===== src/shared/pcsw_pkg.sv =====
package pcsw_pkg;

  // ---------------------------------------------------------------
  // clock and timing
  // ---------------------------------------------------------------
  localparam int CLK_HZ = 40_000_000;
  localparam int ONE_SEC_S = 1;
  localparam int SEC_CYCLES = ONE_SEC_S * CLK_HZ;
  localparam int FILT_MULT = 10;
  localparam int FILT_W = 8;
  localparam int IDLE_W = 12;

  // ---------------------------------------------------------------
  // command codes (read word / write word)
  // ---------------------------------------------------------------
  localparam logic [7:0] CMD_FULL_CAP = 8'h10;
  localparam logic [7:0] CMD_RUN_LEFT = 8'h11;
  localparam logic [7:0] CMD_AVG_LEFT = 8'h12;
  localparam logic [7:0] CMD_AVG_FULL = 8'h13;
  localparam logic [7:0] CMD_CHG_AMPS = 8'h14;
  localparam logic [7:0] CMD_CHG_VOLTS = 8'h15;
  localparam logic [7:0] CMD_STATUS = 8'h16;

  // ---------------------------------------------------------------
  // status word layout
  // ---------------------------------------------------------------
  localparam int BIT_OVER_CHG = 15;
  localparam int BIT_STOP_CHG = 14;
  localparam int BIT_OVER_TEMP = 12;
  localparam int BIT_STOP_DIS = 11;
  localparam int BIT_CAP_LOW = 9;
  localparam int BIT_TIME_LOW = 8;
  localparam int BIT_CFG_OK = 7;
  localparam int BIT_DRAIN = 6;
  localparam int BIT_FULL = 5;
  localparam int BIT_EMPTY = 4;
  localparam logic [15:0] RSVD_MASK = 16'h2408;
  localparam logic [15:0] ALARM_MASK = 16'hDB00;
  localparam logic [15:0] TIME_INVALID = 16'hFFFF;
  localparam logic [15:0] TIME_MAX = 16'hFFFE;
  localparam logic [15:0] VOLTS_RST = 16'h0000;

  // ---------------------------------------------------------------
  // error codes
  // ---------------------------------------------------------------
  localparam logic [2:0] ERR_OK = 3'h0;
  localparam logic [2:0] ERR_BUSY = 3'h1;
  localparam logic [2:0] ERR_RSVD_CMD = 3'h2;
  localparam logic [2:0] ERR_UNSUP = 3'h3;
  localparam logic [2:0] ERR_DENIED = 3'h4;
  localparam logic [2:0] ERR_OVF = 3'h5;
  localparam logic [2:0] ERR_BAD_SIZE = 3'h6;
  localparam logic [2:0] ERR_UNKNOWN = 3'h7;
  localparam logic [2:0] ERR_ALL_ONES = 3'h7;

endpackage


===== src/verilog/pcsw_words.sv =====
// Functional notes
// - code 0x10 returns full capacity, mAh or 10 mWh by units bit
// - code 0x11 returns run minutes up to 65534, 65535 when not draining
// - code 0x12 returns averaged run minutes by units bit, 65535 if not draining
// - code 0x13 returns averaged minutes to full, 65535 when not charging
// - code 0x14 returns requested charge current in mA, zero stops charger
// - code 0x15 gives charge voltage in mV, 65535 means constant current
// - status word: alarms 15,14,12,11,9,8; flags 7..4; error code 2..0
// - error code: ok,busy,reserved,unsupported,denied,overflow,size,unknown
// - alarm broadcast sends status word with all error code bits set
// - low capacity and low time alarms compare by units bit
// - overcharge flag set while overcharged, cleared by discharge or idle timeout
// - activity timeout in seconds is ten times the filter setting
// - stop-charge flag set on out-of-range charge parameter or termination
// - stop-charge flag clears when condition ends or charging stops
// - over-temperature flag follows temperature at or above the ceiling
// - config-loaded flag set by valid load, cleared by improper load
`timescale 1ns/1ps
`default_nettype none

module pcsw_words
  import pcsw_pkg::*;
#(
  parameter int CYC_PER_SEC = SEC_CYCLES
) (
  input wire logic mclk,
  input wire logic rstn,
  input wire logic cmd_valid,
  input wire logic cmd_write,
  input wire logic [7:0] cmd_code,
  input wire logic [15:0] cmd_wdata,
  input wire logic busy_in,
  input wire logic ovf_evt,
  input wire logic cap_mode,
  input wire logic [15:0] full_cap_amp,
  input wire logic [15:0] full_cap_pow,
  input wire logic [15:0] run_left_amp,
  input wire logic [15:0] run_left_pow,
  input wire logic [15:0] avg_left_amp,
  input wire logic [15:0] avg_left_pow,
  input wire logic [15:0] avg_full_in,
  input wire logic [15:0] chg_amps_in,
  input wire logic chg_volts_ld,
  input wire logic [15:0] chg_volts_in,
  input wire logic [15:0] rem_cap_amp,
  input wire logic [15:0] rem_cap_pow,
  input wire logic [15:0] cap_alarm_amp,
  input wire logic [15:0] cap_alarm_pow,
  input wire logic [15:0] time_alarm,
  input wire logic chg_act,
  input wire logic dis_act,
  input wire logic over_limit,
  input wire logic chg_param_bad,
  input wire logic chg_term,
  input wire logic [15:0] temp_in,
  input wire logic [15:0] temp_ceiling,
  input wire logic cfg_load_ok,
  input wire logic cfg_load_bad,
  input wire logic stop_dis_in,
  input wire logic full_in,
  input wire logic empty_in,
  input wire logic [FILT_W-1:0] filt_val,
  output logic rd_valid,
  output logic [15:0] rd_data,
  output logic alarm_valid,
  output logic [15:0] alarm_word,
  output logic draining_flag
);

  typedef struct packed {
    logic [15:0] rd_data;
    logic rd_valid;
    logic [2:0] err;
    logic [15:0] volts;
    logic drain;
    logic over_chg;
    logic stop_chg;
    logic over_temp;
    logic cfg_ok;
    logic cap_low;
    logic time_low;
    logic [IDLE_W-1:0] idle_sec;
    logic [15:0] bc_word;
    logic bc_valid;
  } pcsw_state_t;

  pcsw_state_t s_ff;
  pcsw_state_t nxt_s;
  logic sec_tick;
  logic timeout;
  logic [15:0] status_now;

  // ---------------------------------------------------------------
  // helper functions
  // ---------------------------------------------------------------
  function automatic logic [15:0] pick(input logic mode,
                                       input logic [15:0] amp,
                                       input logic [15:0] pow);
    pick = mode ? pow : amp;
  endfunction

  // valid minutes never reach the invalid marker
  function automatic logic [15:0] clamp_time(input logic ok,
                                             input logic [15:0] v);
    if (!ok) begin
      clamp_time = TIME_INVALID;
    end else if (v == TIME_INVALID) begin
      clamp_time = TIME_MAX;
    end else begin
      clamp_time = v;
    end
  endfunction

  function automatic logic [15:0] build_status(input pcsw_state_t st,
                                               input logic sd,
                                               input logic fu,
                                               input logic em);
    logic [15:0] w;
    w = 16'h0000;
    w[BIT_OVER_CHG] = st.over_chg;
    w[BIT_STOP_CHG] = st.stop_chg;
    w[BIT_OVER_TEMP] = st.over_temp;
    w[BIT_STOP_DIS] = sd;
    w[BIT_CAP_LOW] = st.cap_low;
    w[BIT_TIME_LOW] = st.time_low;
    w[BIT_CFG_OK] = st.cfg_ok;
    w[BIT_DRAIN] = st.drain;
    w[BIT_FULL] = fu;
    w[BIT_EMPTY] = em;
    w[2:0] = st.err;
    build_status = w & ~RSVD_MASK;
  endfunction

  // ---------------------------------------------------------------
  // second tick for the activity filter
  // ---------------------------------------------------------------
  pcsw_sec_tick #(
    .CYC_PER_SEC(CYC_PER_SEC)
  ) u_tick (
    .mclk(mclk),
    .rstn(rstn),
    .tick(sec_tick)
  );

  // idle limit is ten seconds per filter step
  assign timeout = s_ff.idle_sec >=
                   IDLE_W'(FILT_MULT * int'(filt_val));
  assign status_now = build_status(s_ff, stop_dis_in, full_in,
                                   empty_in);

  // ---------------------------------------------------------------
  // next state
  // ---------------------------------------------------------------
  always_comb begin
    nxt_s = s_ff;
    nxt_s.rd_valid = 1'b0;
    nxt_s.bc_valid = 1'b0;

    // seconds without any charge or discharge activity
    if (chg_act || dis_act) begin
      nxt_s.idle_sec = '0;
    end else if (sec_tick && !timeout) begin
      nxt_s.idle_sec = s_ff.idle_sec + IDLE_W'(1);
    end

    // charging seen clears, discharge or idle timeout sets
    if (chg_act) begin
      nxt_s.drain = 1'b0;
    end else if (dis_act || timeout) begin
      nxt_s.drain = 1'b1;
    end

    // overcharge flag, set wins over clear
    if (chg_act && over_limit) begin
      nxt_s.over_chg = 1'b1;
    end else if (dis_act || timeout) begin
      nxt_s.over_chg = 1'b0;
    end

    // stop-charge follows condition while charging lasts
    nxt_s.stop_chg = (chg_param_bad || chg_term) &&
                     !(nxt_s.drain);
    nxt_s.over_temp = temp_in >= temp_ceiling;

    // config load flag, valid load wins
    if (cfg_load_ok) begin
      nxt_s.cfg_ok = 1'b1;
    end else if (cfg_load_bad) begin
      nxt_s.cfg_ok = 1'b0;
    end

    // low alarms judged in the selected units
    nxt_s.cap_low = pick(cap_mode, rem_cap_amp, rem_cap_pow) <
                    pick(cap_mode, cap_alarm_amp, cap_alarm_pow);
    nxt_s.time_low = s_ff.drain &&
                     (pick(cap_mode, avg_left_amp, avg_left_pow) <
                      time_alarm);

    // engine may refresh the requested voltage
    if (chg_volts_ld) begin
      nxt_s.volts = chg_volts_in;
    end

    // command handling
    if (cmd_valid) begin
      if (busy_in) begin
        nxt_s.err = ERR_BUSY;
      end else if (cmd_write) begin
        if (cmd_code == CMD_CHG_VOLTS) begin
          nxt_s.volts = cmd_wdata;
          nxt_s.err = ERR_OK;
        end else if (cmd_code >= CMD_FULL_CAP &&
                     cmd_code <= CMD_STATUS) begin
          nxt_s.err = ERR_DENIED;
        end else begin
          nxt_s.err = ERR_UNSUP;
        end
      end else begin
        nxt_s.rd_valid = 1'b1;
        nxt_s.err = ERR_OK;
        case (cmd_code)
          CMD_FULL_CAP: begin
            nxt_s.rd_data = pick(cap_mode, full_cap_amp,
                                 full_cap_pow);
          end
          CMD_RUN_LEFT: begin
            nxt_s.rd_data = clamp_time(s_ff.drain,
              pick(cap_mode, run_left_amp, run_left_pow));
          end
          CMD_AVG_LEFT: begin
            nxt_s.rd_data = clamp_time(s_ff.drain,
              pick(cap_mode, avg_left_amp, avg_left_pow));
          end
          CMD_AVG_FULL: begin
            nxt_s.rd_data = clamp_time(!s_ff.drain, avg_full_in);
          end
          CMD_CHG_AMPS: begin
            nxt_s.rd_data = chg_amps_in;
          end
          CMD_CHG_VOLTS: begin
            nxt_s.rd_data = s_ff.volts;
          end
          CMD_STATUS: begin
            nxt_s.rd_data = status_now;
            nxt_s.err = s_ff.err;
          end
          default: begin
            nxt_s.rd_valid = 1'b0;
            nxt_s.err = ERR_UNSUP;
          end
        endcase
      end
    end

    // overflow reported by the engine outranks command result
    if (ovf_evt) begin
      nxt_s.err = ERR_OVF;
    end

    // broadcast when any alarm except stop-discharge newly rises
    if (|(build_status(nxt_s, stop_dis_in, full_in, empty_in) &
          ~status_now & ALARM_MASK)) begin
      nxt_s.bc_valid = 1'b1;
      nxt_s.bc_word = build_status(nxt_s, stop_dis_in, full_in, empty_in)
                      | {13'h0000, ERR_ALL_ONES};
    end
  end

  // ---------------------------------------------------------------
  // state register
  // ---------------------------------------------------------------
  always_ff @(posedge mclk) begin
    if (!rstn) begin
      s_ff <= '0;
      s_ff.volts <= VOLTS_RST;
      s_ff.drain <= 1'b1;
    end else begin
      s_ff <= nxt_s;
    end
  end

  assign rd_valid = s_ff.rd_valid;
  assign rd_data = s_ff.rd_data;
  assign alarm_valid = s_ff.bc_valid;
  assign alarm_word = s_ff.bc_word;
  assign draining_flag = s_ff.drain;
endmodule

`default_nettype wire


===== src/verilog/pcsw_sec_tick.sv =====
`timescale 1ns/1ps
`default_nettype none

module pcsw_sec_tick
  import pcsw_pkg::*;
#(
  parameter int CYC_PER_SEC = SEC_CYCLES
) (
  input wire logic mclk,
  input wire logic rstn,
  output logic tick
);

  localparam int CW = $clog2(CYC_PER_SEC + 1);
  localparam logic [CW-1:0] LAST = CW'(CYC_PER_SEC - 1);

  typedef struct packed {
    logic [CW-1:0] cnt;
    logic tick;
  } pcsw_tick_st_t;

  pcsw_tick_st_t st_ff;
  pcsw_tick_st_t nxt_st;

  // ---------------------------------------------------------------
  // one-cycle pulse once per second
  // ---------------------------------------------------------------
  always_comb begin
    nxt_st = st_ff;
    nxt_st.tick = 1'b0;
    if (st_ff.cnt == LAST) begin
      nxt_st.cnt = '0;
      nxt_st.tick = 1'b1;
    end else begin
      nxt_st.cnt = st_ff.cnt + CW'(1);
    end
  end

  always_ff @(posedge mclk) begin
    if (!rstn) begin
      st_ff <= '0;
    end else begin
      st_ff <= nxt_st;
    end
  end

  assign tick = st_ff.tick;

endmodule

`default_nettype wire


===== config.mk =====
export PLATFORM = sky130hd
export DESIGN_NAME = pcsw_words
export DESIGN_NICKNAME = d
export VERILOG_FILES = /design/src/shared/pcsw_pkg.sv /design/src/verilog/pcsw_words.sv /design/src/verilog/pcsw_sec_tick.sv
export SDC_FILE = /design/constraint.sdc
export NUM_CORES = 1
export LEC_CHECK = 0
export ABC_AREA = 1
export ABC_CLOCK_PERIOD_IN_PS = 4100
export CORE_AREA = 2 2 132 134
export DETAILED_ROUTE_END_ITERATION = 10
export DIE_AREA = 0 0 134 136
export DONT_BUFFER_PORTS = 1
export PLACE_DENSITY = 0.62
export SLEW_MARGIN = 40
export SYNTH_ARGS = -nofsm -noshare
export SYNTH_HDL_FRONTEND = slang
export SYNTH_SLANG_ARGS = --single-unit

===== constraint.sdc =====
create_clock -name mclk -period 4.1 [get_ports mclk]
set_input_delay 0.615 -clock mclk [delete_from_list [all_inputs] [get_ports mclk]]
set_output_delay 0.615 -clock mclk [all_outputs]
set_load 0.1 [all_outputs]

# Yosys cells after proc, flatten, opt, wreduce, memory -nomap -nowiden
# Cells that the tools add are included.
classes:
  addsub: 2
  multipliers: 1
  div: 0
  n_lt_le_gt_ge: 6
  eq_ne: 11
  n_shift: 0
  muxes: 32
  bitwise_logic: 6
  reduce_logical: 18
op_table:
  columns: ["operator", "count"]
  rows:
  - ["$mux W16", 15]
  - ["$pmux W16 S7", 1]
  - ["$eq A8 B5 Y1 const B", 7]
  - ["$eq A16 B16 Y1 const B", 3]
  - ["$lt A16 B16 Y1", 2]
  - ["$add A26 B1 Y26 const B", 1]
  - ["$eq A26 B26 Y1 const B", 1]
  - ["$mux W19", 1]
  - ["$and A16 B16 Y16", 1]
  - ["$ge A16 B16 Y1", 1]
  - ["$not A16 Y16", 1]
  - ["$mux W3", 5]
  - ["$add A12 B1 Y12 const B", 1]
  - ["$ge A12 B12 Y1", 1]
  - ["$reduce_or A6 Y1", 2]
  - ["$mul A3 B8 Y11 const A", 1]
  - ["$mux W1", 9]
  - ["$ge A8 B5 Y1 const B", 1]
  - ["$le A8 B5 Y1 const B", 1]
  - ["$reduce_bool A7 Y1", 1]
  - ["$reduce_or A7 Y1", 1]
  - ["$pmux W3 S2", 1]
  - ["$logic_and A1 B1 Y1", 5]
  - ["$not A1 Y1", 4]
  - ["5 further kinds", 9]
word_totals:
  regBits: 96
  latchBits: 0
  mem_bits_rw: 0
  rom_bits: 0
  input_bits: 306
  out_inout_bits: 35
  memories: 0

# Logic depth before layout (Yosys ltp)
# Gate-level depths: netlist (run 1).
depth:
  ltp_word: 11
  depth_mapped: 23
  mapped_depth_nobuf: 23

# Modules after synthesis
# From an unflattened synthesis (run 1), not the netlist that was laid out.
unflattened:
  cells_unflattened: 1350
  hier_area_um2: 8718.4
modules_own_cells:
  columns: ["mod", "instances", "cells_each", "area_each_um2", "seq_area_each_um2"]
  rows:
  - ["pcsw_words", 1, 1113, 7233.2, 1341.3]
  - ["pcsw_sec_tick", 1, 237, 1485.2, 540.5]

# Least setup slack after synthesis (run 1)
# Ideal clock, no wire load.
synth_path:
  path_type: "input to register"
  startpoint: "in filt_val[1]"
  endpoint: "reg s_ff, in the netlist alarm_word[2]"
  arrival_time_ns: 3.412
  required_ns: 3.972
  setup_slack_ns: 0.561
  cell_stages: 21
  n_path_buf: 0
  cell_sequence: "ha_1 -> ha_1 -> fa_1 -> a31oi_1 -> o21ai_0 -> a21oi_1 -> xor2_1 -> ha_1 -> nand2_1 -> nor2_1 -> nand2_1 -> a21oi_1 -> nor2_2 -> nand4_1 -> nand2_1 -> nand2_1 -> nand2_1 -> inv_1 -> nand2_2 -> nor2_1 -> nor2_1"
synth_between:
  elab_chain_cells: 9
  word_cells_on_any_way: 11
synth_lines:
  columns: ["element", "line", "source"]
  rows:
  - ["start: declaration", "pcsw_words.sv:62", "input wire logic [FILT_W-1:0] filt_val,"]
  - ["$mul A3 B8 Y11 *", "pcsw_words.sv:147", "IDLE_W'(FILT_MULT * int'(filt_val));"]
  - ["$ge A12 B12 Y1 *", "pcsw_words.sv:146", "assign timeout = s_ff.idle_sec >="]
  - ["$logic_or A1 B1 Y1 *", "pcsw_words.sv:169, pcsw_words.sv:176", null]
  - ["$mux W1", "pcsw_words.sv:169", "end else if (dis_act || timeout) begin"]
  - ["$mux W1", "pcsw_words.sv:167", "if (chg_act) begin"]
  - ["$logic_not A1 Y1", "pcsw_words.sv:182", "!(nxt_s.drain);"]
  - ["$logic_and A1 B1 Y1", "pcsw_words.sv:181", "nxt_s.stop_chg = (chg_param_bad || chg_term) &&"]
  - ["$and A16 B16 Y16 *", "pcsw_words.sv:261", "if (|(build_status(nxt_s, stop_dis_in, full_in, empty_in) &"]
  - ["$reduce_or A6 Y1 *", "pcsw_words.sv:261", null]
  - ["end signal: assignment", "pcsw_words.sv:278", "s_ff <= nxt_s;"]
  - ["end: declaration", "pcsw_words.sv:87", "pcsw_state_t s_ff;"]
# Mark *: on every way between the ends. The rest lies on a longest branch, timed or not.
# A chain may end at the register's enable or synchronous reset.

# Worst setup path in the final report (run 1)
# Same ends and word-level chain as after synthesis.

==> impl_summary.md, run 1 <==
Drt
The met2 wire length is 12300 µm. Signal routing reaches up to met5. Dividing the detail-routed wire length by the instance count gives 18.4 µm.

The first detailed-routing pass ran for 5 iterations. The routed layout has 8099 vias. The number of DRC markers after the initial detailed-route iteration is 588. The number of remaining DRC errors is 0.

Once detail routing completed, the nets flagged for antenna violations numbered 0. After detailed routing, the met3 layer carries 2540 µm of wire. The routed metal-1 wirelength is 11300 µm. The number of vias per cell is 5.51. The routed design has 27100 µm of wire.

Timing
The post-route clock skew is 0.00736 ns. The achievable clock frequency is 276 MHz. The max-slew violation count came to 0.

The final period demand of the worst path is 3.63 ns. The final setup violation count is 0. Measured against its own limit, the worst slew margin works out to 0.421. The number of hold violations in the final report is 0. The least setup slack across all paths after layout is 0.473 ns. Setup repair after global routing left no endpoint under its margin. In the finished design, the share of the clock period the worst path needs comes to 0.885. The slew at the pin with the worst max-slew slack is 0.868 ns. In the final timing run, aggregate negative setup slack is 0 ns.

Power and ir drop
The areal power density over the cells is 293 nW/µm². Summed over all cells, the static leakage comes to 3.91 nW. The design draws 2.47 mW. The peak supply drop is 0.000200 V.

Placement
The placed wire-length estimate after detailed placement is 22300 µm. Port buffering added 0 buffers. Counting tap cells, the placed design contains a total of 1455 instances. The routability congestion estimate from global placement is 0.946. The pre-CTS setup slack is 0.0829 ns.

Finish
For this run, the post-layout net count is 1619. The number of antenna repair diodes is 0. Relative to the synthesized area, the layout overhead comes to 3.25%.

Counting the fill cells in the layout gives 1831. The count of non-filler cells in the finished layout is 1471. The library cell used most frequently in the layout, excluding fill and tap cells, is nand2_1. The top cell types in the final layout, fill and taps aside, are nand2_1, inv_1, nor2_1, o21ai_0, a21oi_1. The flip-flop and latch area is 1920 µm². Summing all multi-input logic gate instances after layout gives 5270 µm².

The fraction of layout cells with a size suffix above 1 is 0.0730. The post-layout utilization of the core is 0.500.

Clocking
The clock latency of the later-clocked register in the worst-skew pair is 0.36 ns. Clock tree synthesis inserted a total of 9 buffers. The clock tree synthesis step divided the H-tree into 3 levels. TritonCTS built the clock tree.

The hold buffer count at CTS is 0. The number of clock sinks is 94. Clock-pin slew was measured on the worst setup and hold paths at 0.07 ns.

CTS placed an instance of clkbuf_16 at the clock tree root. In this run, post-CTS repair resized a total of 0 instances. The maximum count of clock buffers along a single path is 2. The number of setup buffers added after CTS is 0.

Setup path
On the worst path, the slowest cell contributes a delay of 0.40 ns. The dominant cell type by count on the critical path is nand2_1. The worst endpoint required time is 4.32 ns. The maximum net fanout on the critical path is 10. The combined buffer and inverter count along the critical path is 1. The depth of the most critical reg-to-reg path is 10. The worst setup path is launched from an input pin.

The critical path depth is 21. Broken down by cell family, the worst path's largest delay share belongs to simple AND/OR/NAND/NOR gates. The slowest cell on the critical path is fa_1. STA classifies the critical path endpoint as a flip-flop. Data on the critical path arrives at its endpoint at 3.85 ns. The critical path is of the input pin to flip-flop type. The critical path goes through ha_1 -> ha_1 -> fa_1 -> a31oi_1 -> o21ai_0 -> a21oi_1 -> xor2_1 -> ha_1 -> nand2_1 -> nor2_1 -> nand2_1 -> a21oi_1 -> nor2_2 -> nand4_1 -> nand2_1 -> nand2_1 -> nand2_1 -> inv_1 -> nand2_2 -> nor2_1 -> nor2_1.

Synthesis
A synthesized cell averages 6.30 µm². The share of the yosys chip area belonging to registers is 0.230. The mapped cell area is 8170 µm². The post-synthesis instance total is 1297. After synthesis the netlist holds a flip-flop and latch count of 94.

The primary flip-flop cell chosen by synthesis mapping is dfxtp_1. The number of flops mapped to enable cells by yosys is 0. Of all flip-flops after synthesis, the portion carrying an async set or reset was 0. The post-synthesis cell type count is 50.

The Yosys step of the flow raised 0 warnings.

Hold path
The hold-critical path depth is 1. The worst hold path belongs to the class input pin to flip-flop.

Die
The die span in x is 134 µm. For this configuration, the core starts out at a cell density of 0.484. The die area is 18200 µm². The die height is 136 µm.

The number of core rows is 48. After floorplanning, the core was sized to cover 16900 µm². The count of pins on the block boundary is 341.

Global routing
The number of global-route vias before repair is 7616. Entering global routing, the biggest net connects 84 pins. The global-route total usage across every layer is 0.294.

Global routing finished with a remaining overflow of 0. The initial antenna violation count was 1. The first-pass GRT wire length is 41000 µm.

Job
The reported max-cap violation count is 0.

Run status
The run finished with clean final reports.
worst register-to-register path, delay by kind of cell (launching register included):
family | cells | cell delay (ns)
and+or+nand+nor | 8 | 0.93
buffers and inverters | 1 | 0.61
AOI/OAI and AO/OA | 1 | 0.41
DFF | 1 | 0.33
layer usage:
metal,GRT usage,up-vias
li1,-,4120
met1,0.351,3572
met2,0.487,346
met3,0.0973,59
met4,0.121,2
met5,0,-
cell type report:
cell class / count / share of cell area
inverters: 155 / 0.0690
well taps: 225 / 0.0334
multi-input cells: 975 / 0.625
repair buffers: 6 / 0.00534
clock inverters: 4 / 0.00697
flip-flops and latches: 94 / 0.228
clock buffers: 12 / 0.0329
worst paths after layout:
path / from / to / slack [ns]
setup / recovery: filt_val[1] / alarm_word[2]$_SDFFE_PN0P_ / 0.47
hold / removal: ovf_evt / s_ff[53]$_SDFF_PN0_ / 0.34
setup reg to reg: draining_flag$_SDFF_PN1_ / alarm_word[8]$_SDFFE_PN0P_ / 1.77
hold reg to reg: s_ff[28]$_SDFFE_PP0P_ / s_ff[28]$_SDFFE_PP0P_ / 0.48
stage by stage:
step	hold WS, ns	instance area [µm²]
finish	0.338	8430
global route	0.338	8430
CTS	0.328	8430
detailed placement	0.461	8100
global placement	0.442	8060
floorplan	0.429	8180
report_power, final:
group	switching (mW)	internal [mW]
Combinational	0.289	0.163
Clock	0.385	0.551
Sequential	0.139	0.948
cell families (layout without fill, tap and decap cells):
kind of cell | after synthesis | after routing | synth area share
xor gates and xnor gates | 9 | 9 | 0.00965
DFF | 94 | 94 | 0.230
and+or+nand+nor | 652 | 652 | 0.352
muxes | 20 | 20 | 0.0245
buffers and inverters | 230 | 177 | 0.126
AOI/OAI and AO/OA | 219 | 219 | 0.146
other | 1 | 3 | 0.000459
adders and majority gates | 72 | 72 | 0.111
Yosys cell counts (all sizes together), types with 4 or more instances:
cell,count,area share
a21oi,74,0.045
o2111ai,6,0.0064
or2,10,0.0077
nand3b,6,0.0070
o22ai,10,0.0077
buf,56,0.046
nor3b,7,0.0064
nor3,44,0.029
xor2,6,0.0064
ha,71,0.11
mux2i,20,0.025
nand3,50,0.033
nand4,28,0.021
nor2,131,0.065
clkbuf,19,0.0089
inv,155,0.071
nor4,10,0.010
o21ai,104,0.064
dfxtp,94,0.23
a211oi,8,0.0074
o21a,4,0.0037
a31oi,4,0.0031
nand2,364,0.17
sequential cells by signal (all words and copies together) (netlist names):
register / flops
alarm_word: 11
u_tick.st_ff: 26
rd_valid: 1
rd_data: 16
u_tick.tick: 1
s_ff: 37
draining_flag: 1
alarm_valid: 1
Power figures use the tool's default switching activity.
==> run 2: changes to the inputs <==
--- a/config.mk
+++ b/config.mk
@@ -11,7 +11,6 @@
 export DETAILED_ROUTE_END_ITERATION = 10
 export DIE_AREA = 0 0 134 136
 export DONT_BUFFER_PORTS = 1
-export PLACE_DENSITY = 0.62
 export SLEW_MARGIN = 40
 export SYNTH_ARGS = -nofsm -noshare
 export SYNTH_HDL_FRONTEND = slang
==> run 2 against run 1 <==
Net effect:
- clock-buffer cell count stayed put
- die area stayed put
- wire length is 0.36% higher
- first-iteration DRC count is 3.9% lower
- core utilization is 0.21 points lower
- combinational power is 0.9% higher
- total power is 4.0% lower
- clock skew is 0.00075 ns lower
- critical endpoint unchanged
- largest cell class unchanged
- largest power group unchanged
- highest routed layer is now met4
==> impl_summary.md, run 2 (synthesis gave the netlist of run 1 again) <==
Placement
The routability congestion estimate from global placement is 0.847 (was 0.946). The count of input and output buffers is 0 (unchanged). The placed wire-length estimate after detailed placement is 22300 µm (about the same). The post-detailed-placement cell area is 8120 µm² (was 8100 µm²). The pre-CTS setup slack is 0.104 ns (was 0.0829 ns).

Setup path
The worst setup path endpoint is alarm_word[2]$_SDFFE_PN0P_ (unchanged). The maximum net fanout on the critical path came to 10 (unchanged). The dominant cell type by count on the critical path is nand2_1 (unchanged). The minimum setup slack among reg-to-reg paths is 1.73 ns (was 1.77 ns). The slowest cell on the critical path is fa_1 (unchanged). The critical path class is input pin to flip-flop (unchanged). The highest cell delay on the worst timing path is 0.40 ns (about the same). The depth of the most critical reg-to-reg path is 11 (was 10). The element type at the critical path start was an input pin (unchanged). The worst setup path startpoint is filt_val[1] (unchanged).

The worst path arrival time came to 3.80 ns (was 3.85 ns). The worst endpoint required time is 4.32 ns (about the same). Series of cell instances along the critical path: ha_1 -> ha_1 -> fa_1 -> a31oi_1 -> o21ai_0 -> a21oi_1 -> xor2_1 -> ha_1 -> nand2_1 -> nor2_1 -> nand2_1 -> a21oi_1 -> nor2_2 -> nand4_1 -> nand2_1 -> nand2_1 -> nand2_1 -> inv_1 -> nand2_2 -> nor2_1 -> nor2_1 (unchanged).

The critical path capture point type is a flip-flop (unchanged). The endpoint of the lowest-slack register-to-register path is alarm_word[15]$_SDFFE_PN0P_ (was alarm_word[8]$_SDFFE_PN0P_). The worst flop-to-flop path startpoint is draining_flag$_SDFF_PN1_ (unchanged).

Drt
The final antenna-violating net count is 0 (unchanged). The via total after detailed routing is 8171 (was 8099). The number of remaining DRC errors is 0 (unchanged). The average wire length per cell after detail routing is 18.5 µm (was 18.4 µm). The number of DRC markers after the initial detailed-route iteration was 565 (was 588). The detailed-routing iteration count for the pre-antenna-repair pass is 6 (was 5). The number of vias per cell is 5.54 (was 5.51).

The overall routed net length is 27200 µm (was 27100 µm).

Die
The die height is 136 µm (unchanged). The starting density of the core is 0.484 (unchanged). The die span in x is 134 µm (unchanged).

The die area came to 18200 µm² (unchanged). The count of pins on the block boundary came to 341 (unchanged). The placeable core region is 16900 µm² (unchanged). The number of core rows was 48 (unchanged).

Clocking
The level count of the clock H-tree is 3 (unchanged). The clock latency of the later-clocked register in the worst-skew pair is 0.35 ns (was 0.36 ns). The clock transition time at the flip-flop clock pins of the worst setup and hold paths was 0.07 ns (about the same). The root buffer cell is clkbuf_16 (unchanged).

The number of clock sinks is 94 (unchanged). The CTS tree is done (unchanged). The maximum count of clock buffers along a single path came to 2 (unchanged).

The number of setup buffers added after CTS is 0 (unchanged). The count of cells resized by post-cts repair came to 0 (unchanged). The number of buffers created by CTS was 9 (unchanged).

The hold buffer count at CTS is 0 (unchanged).

Timing
The achievable clock frequency is 279 MHz (was 276 MHz). The max-slew violation count came to 0 (unchanged). The final setup violation count came to 0 (unchanged).

The post-route setup TNS is 0 ns (unchanged). The slew at the pin with the worst max-slew slack is 0.870 ns (was 0.868 ns). The normalized max-slew margin is 0.420 (was 0.421). Unrepaired setup endpoints after global routing: false (unchanged). The number of hold violations in the final report is 0 (unchanged). The final period demand of the worst path is 3.59 ns (was 3.63 ns). The post-route clock skew is 0.00661 ns (was 0.00736 ns). The final clock period utilization by the worst path is 0.875 (was 0.885). The least setup slack across all paths after layout came to 0.512 ns (was 0.473 ns).

Power and ir drop
The cell internal power dissipation was 1.58 mW (was 1.66 mW). The power share of the sequential group is 0.457 (was 0.439). The total net switching power is 0.791 mW (was 0.812 mW). The leakage dissipation came to 3.89 nW (was 3.91 nW). The switching power as a share of total power is 0.333 (was 0.328).

The areal power density over the cells is 283 nW/µm² (was 293 nW/µm²). The peak supply drop is 0.000235 V (was 0.000200 V). The clock network fraction of total power was 0.351 (was 0.378). The fraction of power consumed by combinational cells is 0.192 (was 0.183).

Finish
The synthesis-to-layout area growth is 2.82% (was 3.25%). Commonest cells after routing, fill and taps aside: nand2_1, inv_1, nor2_1, o21ai_0, a21oi_1 (unchanged). The leading cell type in the layout, fill and taps excluded was nand2_1 (unchanged).

The fraction of layout cells with a size suffix above 1 is 0.0729 (was 0.0730). The flip-flop count of the largest register, all copies and words added is 37 (unchanged). The largest register by flop count is s_ff (unchanged). The final-stage net count was 1622 (was 1619). The post-route cell area was 8400 µm² (was 8430 µm²). The number of antenna repair diodes came to 0 (unchanged).

Global routing
The global-route total usage across every layer is 0.294 (about the same). The largest net degree at the start of global routing is 84 (unchanged). The number of global-route vias before repair is 7440 (was 7616).

The initial antenna violation count came to 0 (was 1). The first-pass GRT wire length is 41100 µm (was 41000 µm). The residual overflow from global routing was 0 (unchanged).

Job
The reported max-cap violation count is 0 (unchanged).

Hold path
The source of the worst hold timing path is ovf_evt (unchanged). The class of the worst hold path is input pin to flip-flop (unchanged).

Run status
Outcome: completed (unchanged).
==> run 2: cell types whose count changed in the layout (fill, tap and decap cells not counted), moves of 2 or more <==
cell,before,now
clkinv_2,0,2
clkbuf_8,2,0
buf_4,6,9
clkbuf_1,0,3
==> run 2: power by group through the flow <==
stage | Sequential (mW) | Combinational, mW | Clock (mW)
2_1_floorplan | 0.990 | 0.497 | 0
3_3_place_gp | 1.10 | 0.445 | 0
3_5_place_dp | 1.11 | 0.452 | 0
4_1_cts | 1.09 | 0.456 | 0.845
5_1_grt | 1.09 | 0.528 | 0.884
6_report | 1.08 | 0.456 | 0.834
==> run 2: layout make-up <==
cell class / instances / area, µm²
clock inverter: 4 / 47.5
sequential: 94 / 1920
fill: 1825 / 8480
multi-input combinational: 975 / 5260
clock buffer: 12 / 236
inverter: 155 / 582
timing repair buffer: 9 / 67.6
tap: 225 / 282
==> run 2: how the worst min path moves through the flow <==
stage                                       endpoint  slack (ns)  depth (start not counted)
final                            s_ff[53]$_SDFF_PN0_        0.34                          1
after global routing             s_ff[53]$_SDFF_PN0_        0.34                          1
after CTS                        s_ff[53]$_SDFF_PN0_        0.33                          1
after detailed placement  u_tick.st_ff[1]$_SDFF_PP0_        0.45                          1
after global placement    u_tick.st_ff[1]$_SDFF_PP0_        0.45                          1
after floorplan           u_tick.st_ff[1]$_SDFF_PP0_        0.43                          1
==> run 2: metrics by stage <==
step	utilization	power [mW]	hold slack, ns	instances
final	0.498	2.38	0.344	1474
after floorplan	-	1.49	0.429	1299
after global placement	0.479	1.55	0.446	1458
after detailed placement	0.481	1.56	0.449	1458
after CTS	0.498	2.39	0.334	1474
after global routing	0.498	2.50	0.336	1474
==> run 2: critical path, delay by kind of cell <==
kind	cells	cell delay, ns
simple gates	11	1.13
compound gates	4	0.71
buf+inv	1	0.10
xor+xnor	1	0.09
fa+ha+maj	4	1.16
==> run 2: per-layer routing <==
metal	part of all wire	track usage	vias to the layer above	wire, µm
met2	0.47	0.497	326	12700
met4	0.024	0.0898	0	646
li1	-	-	4114	-
met1	0.43	0.363	3690	11600
met3	0.083	0.0839	41	2260
met5	0	0	-	0
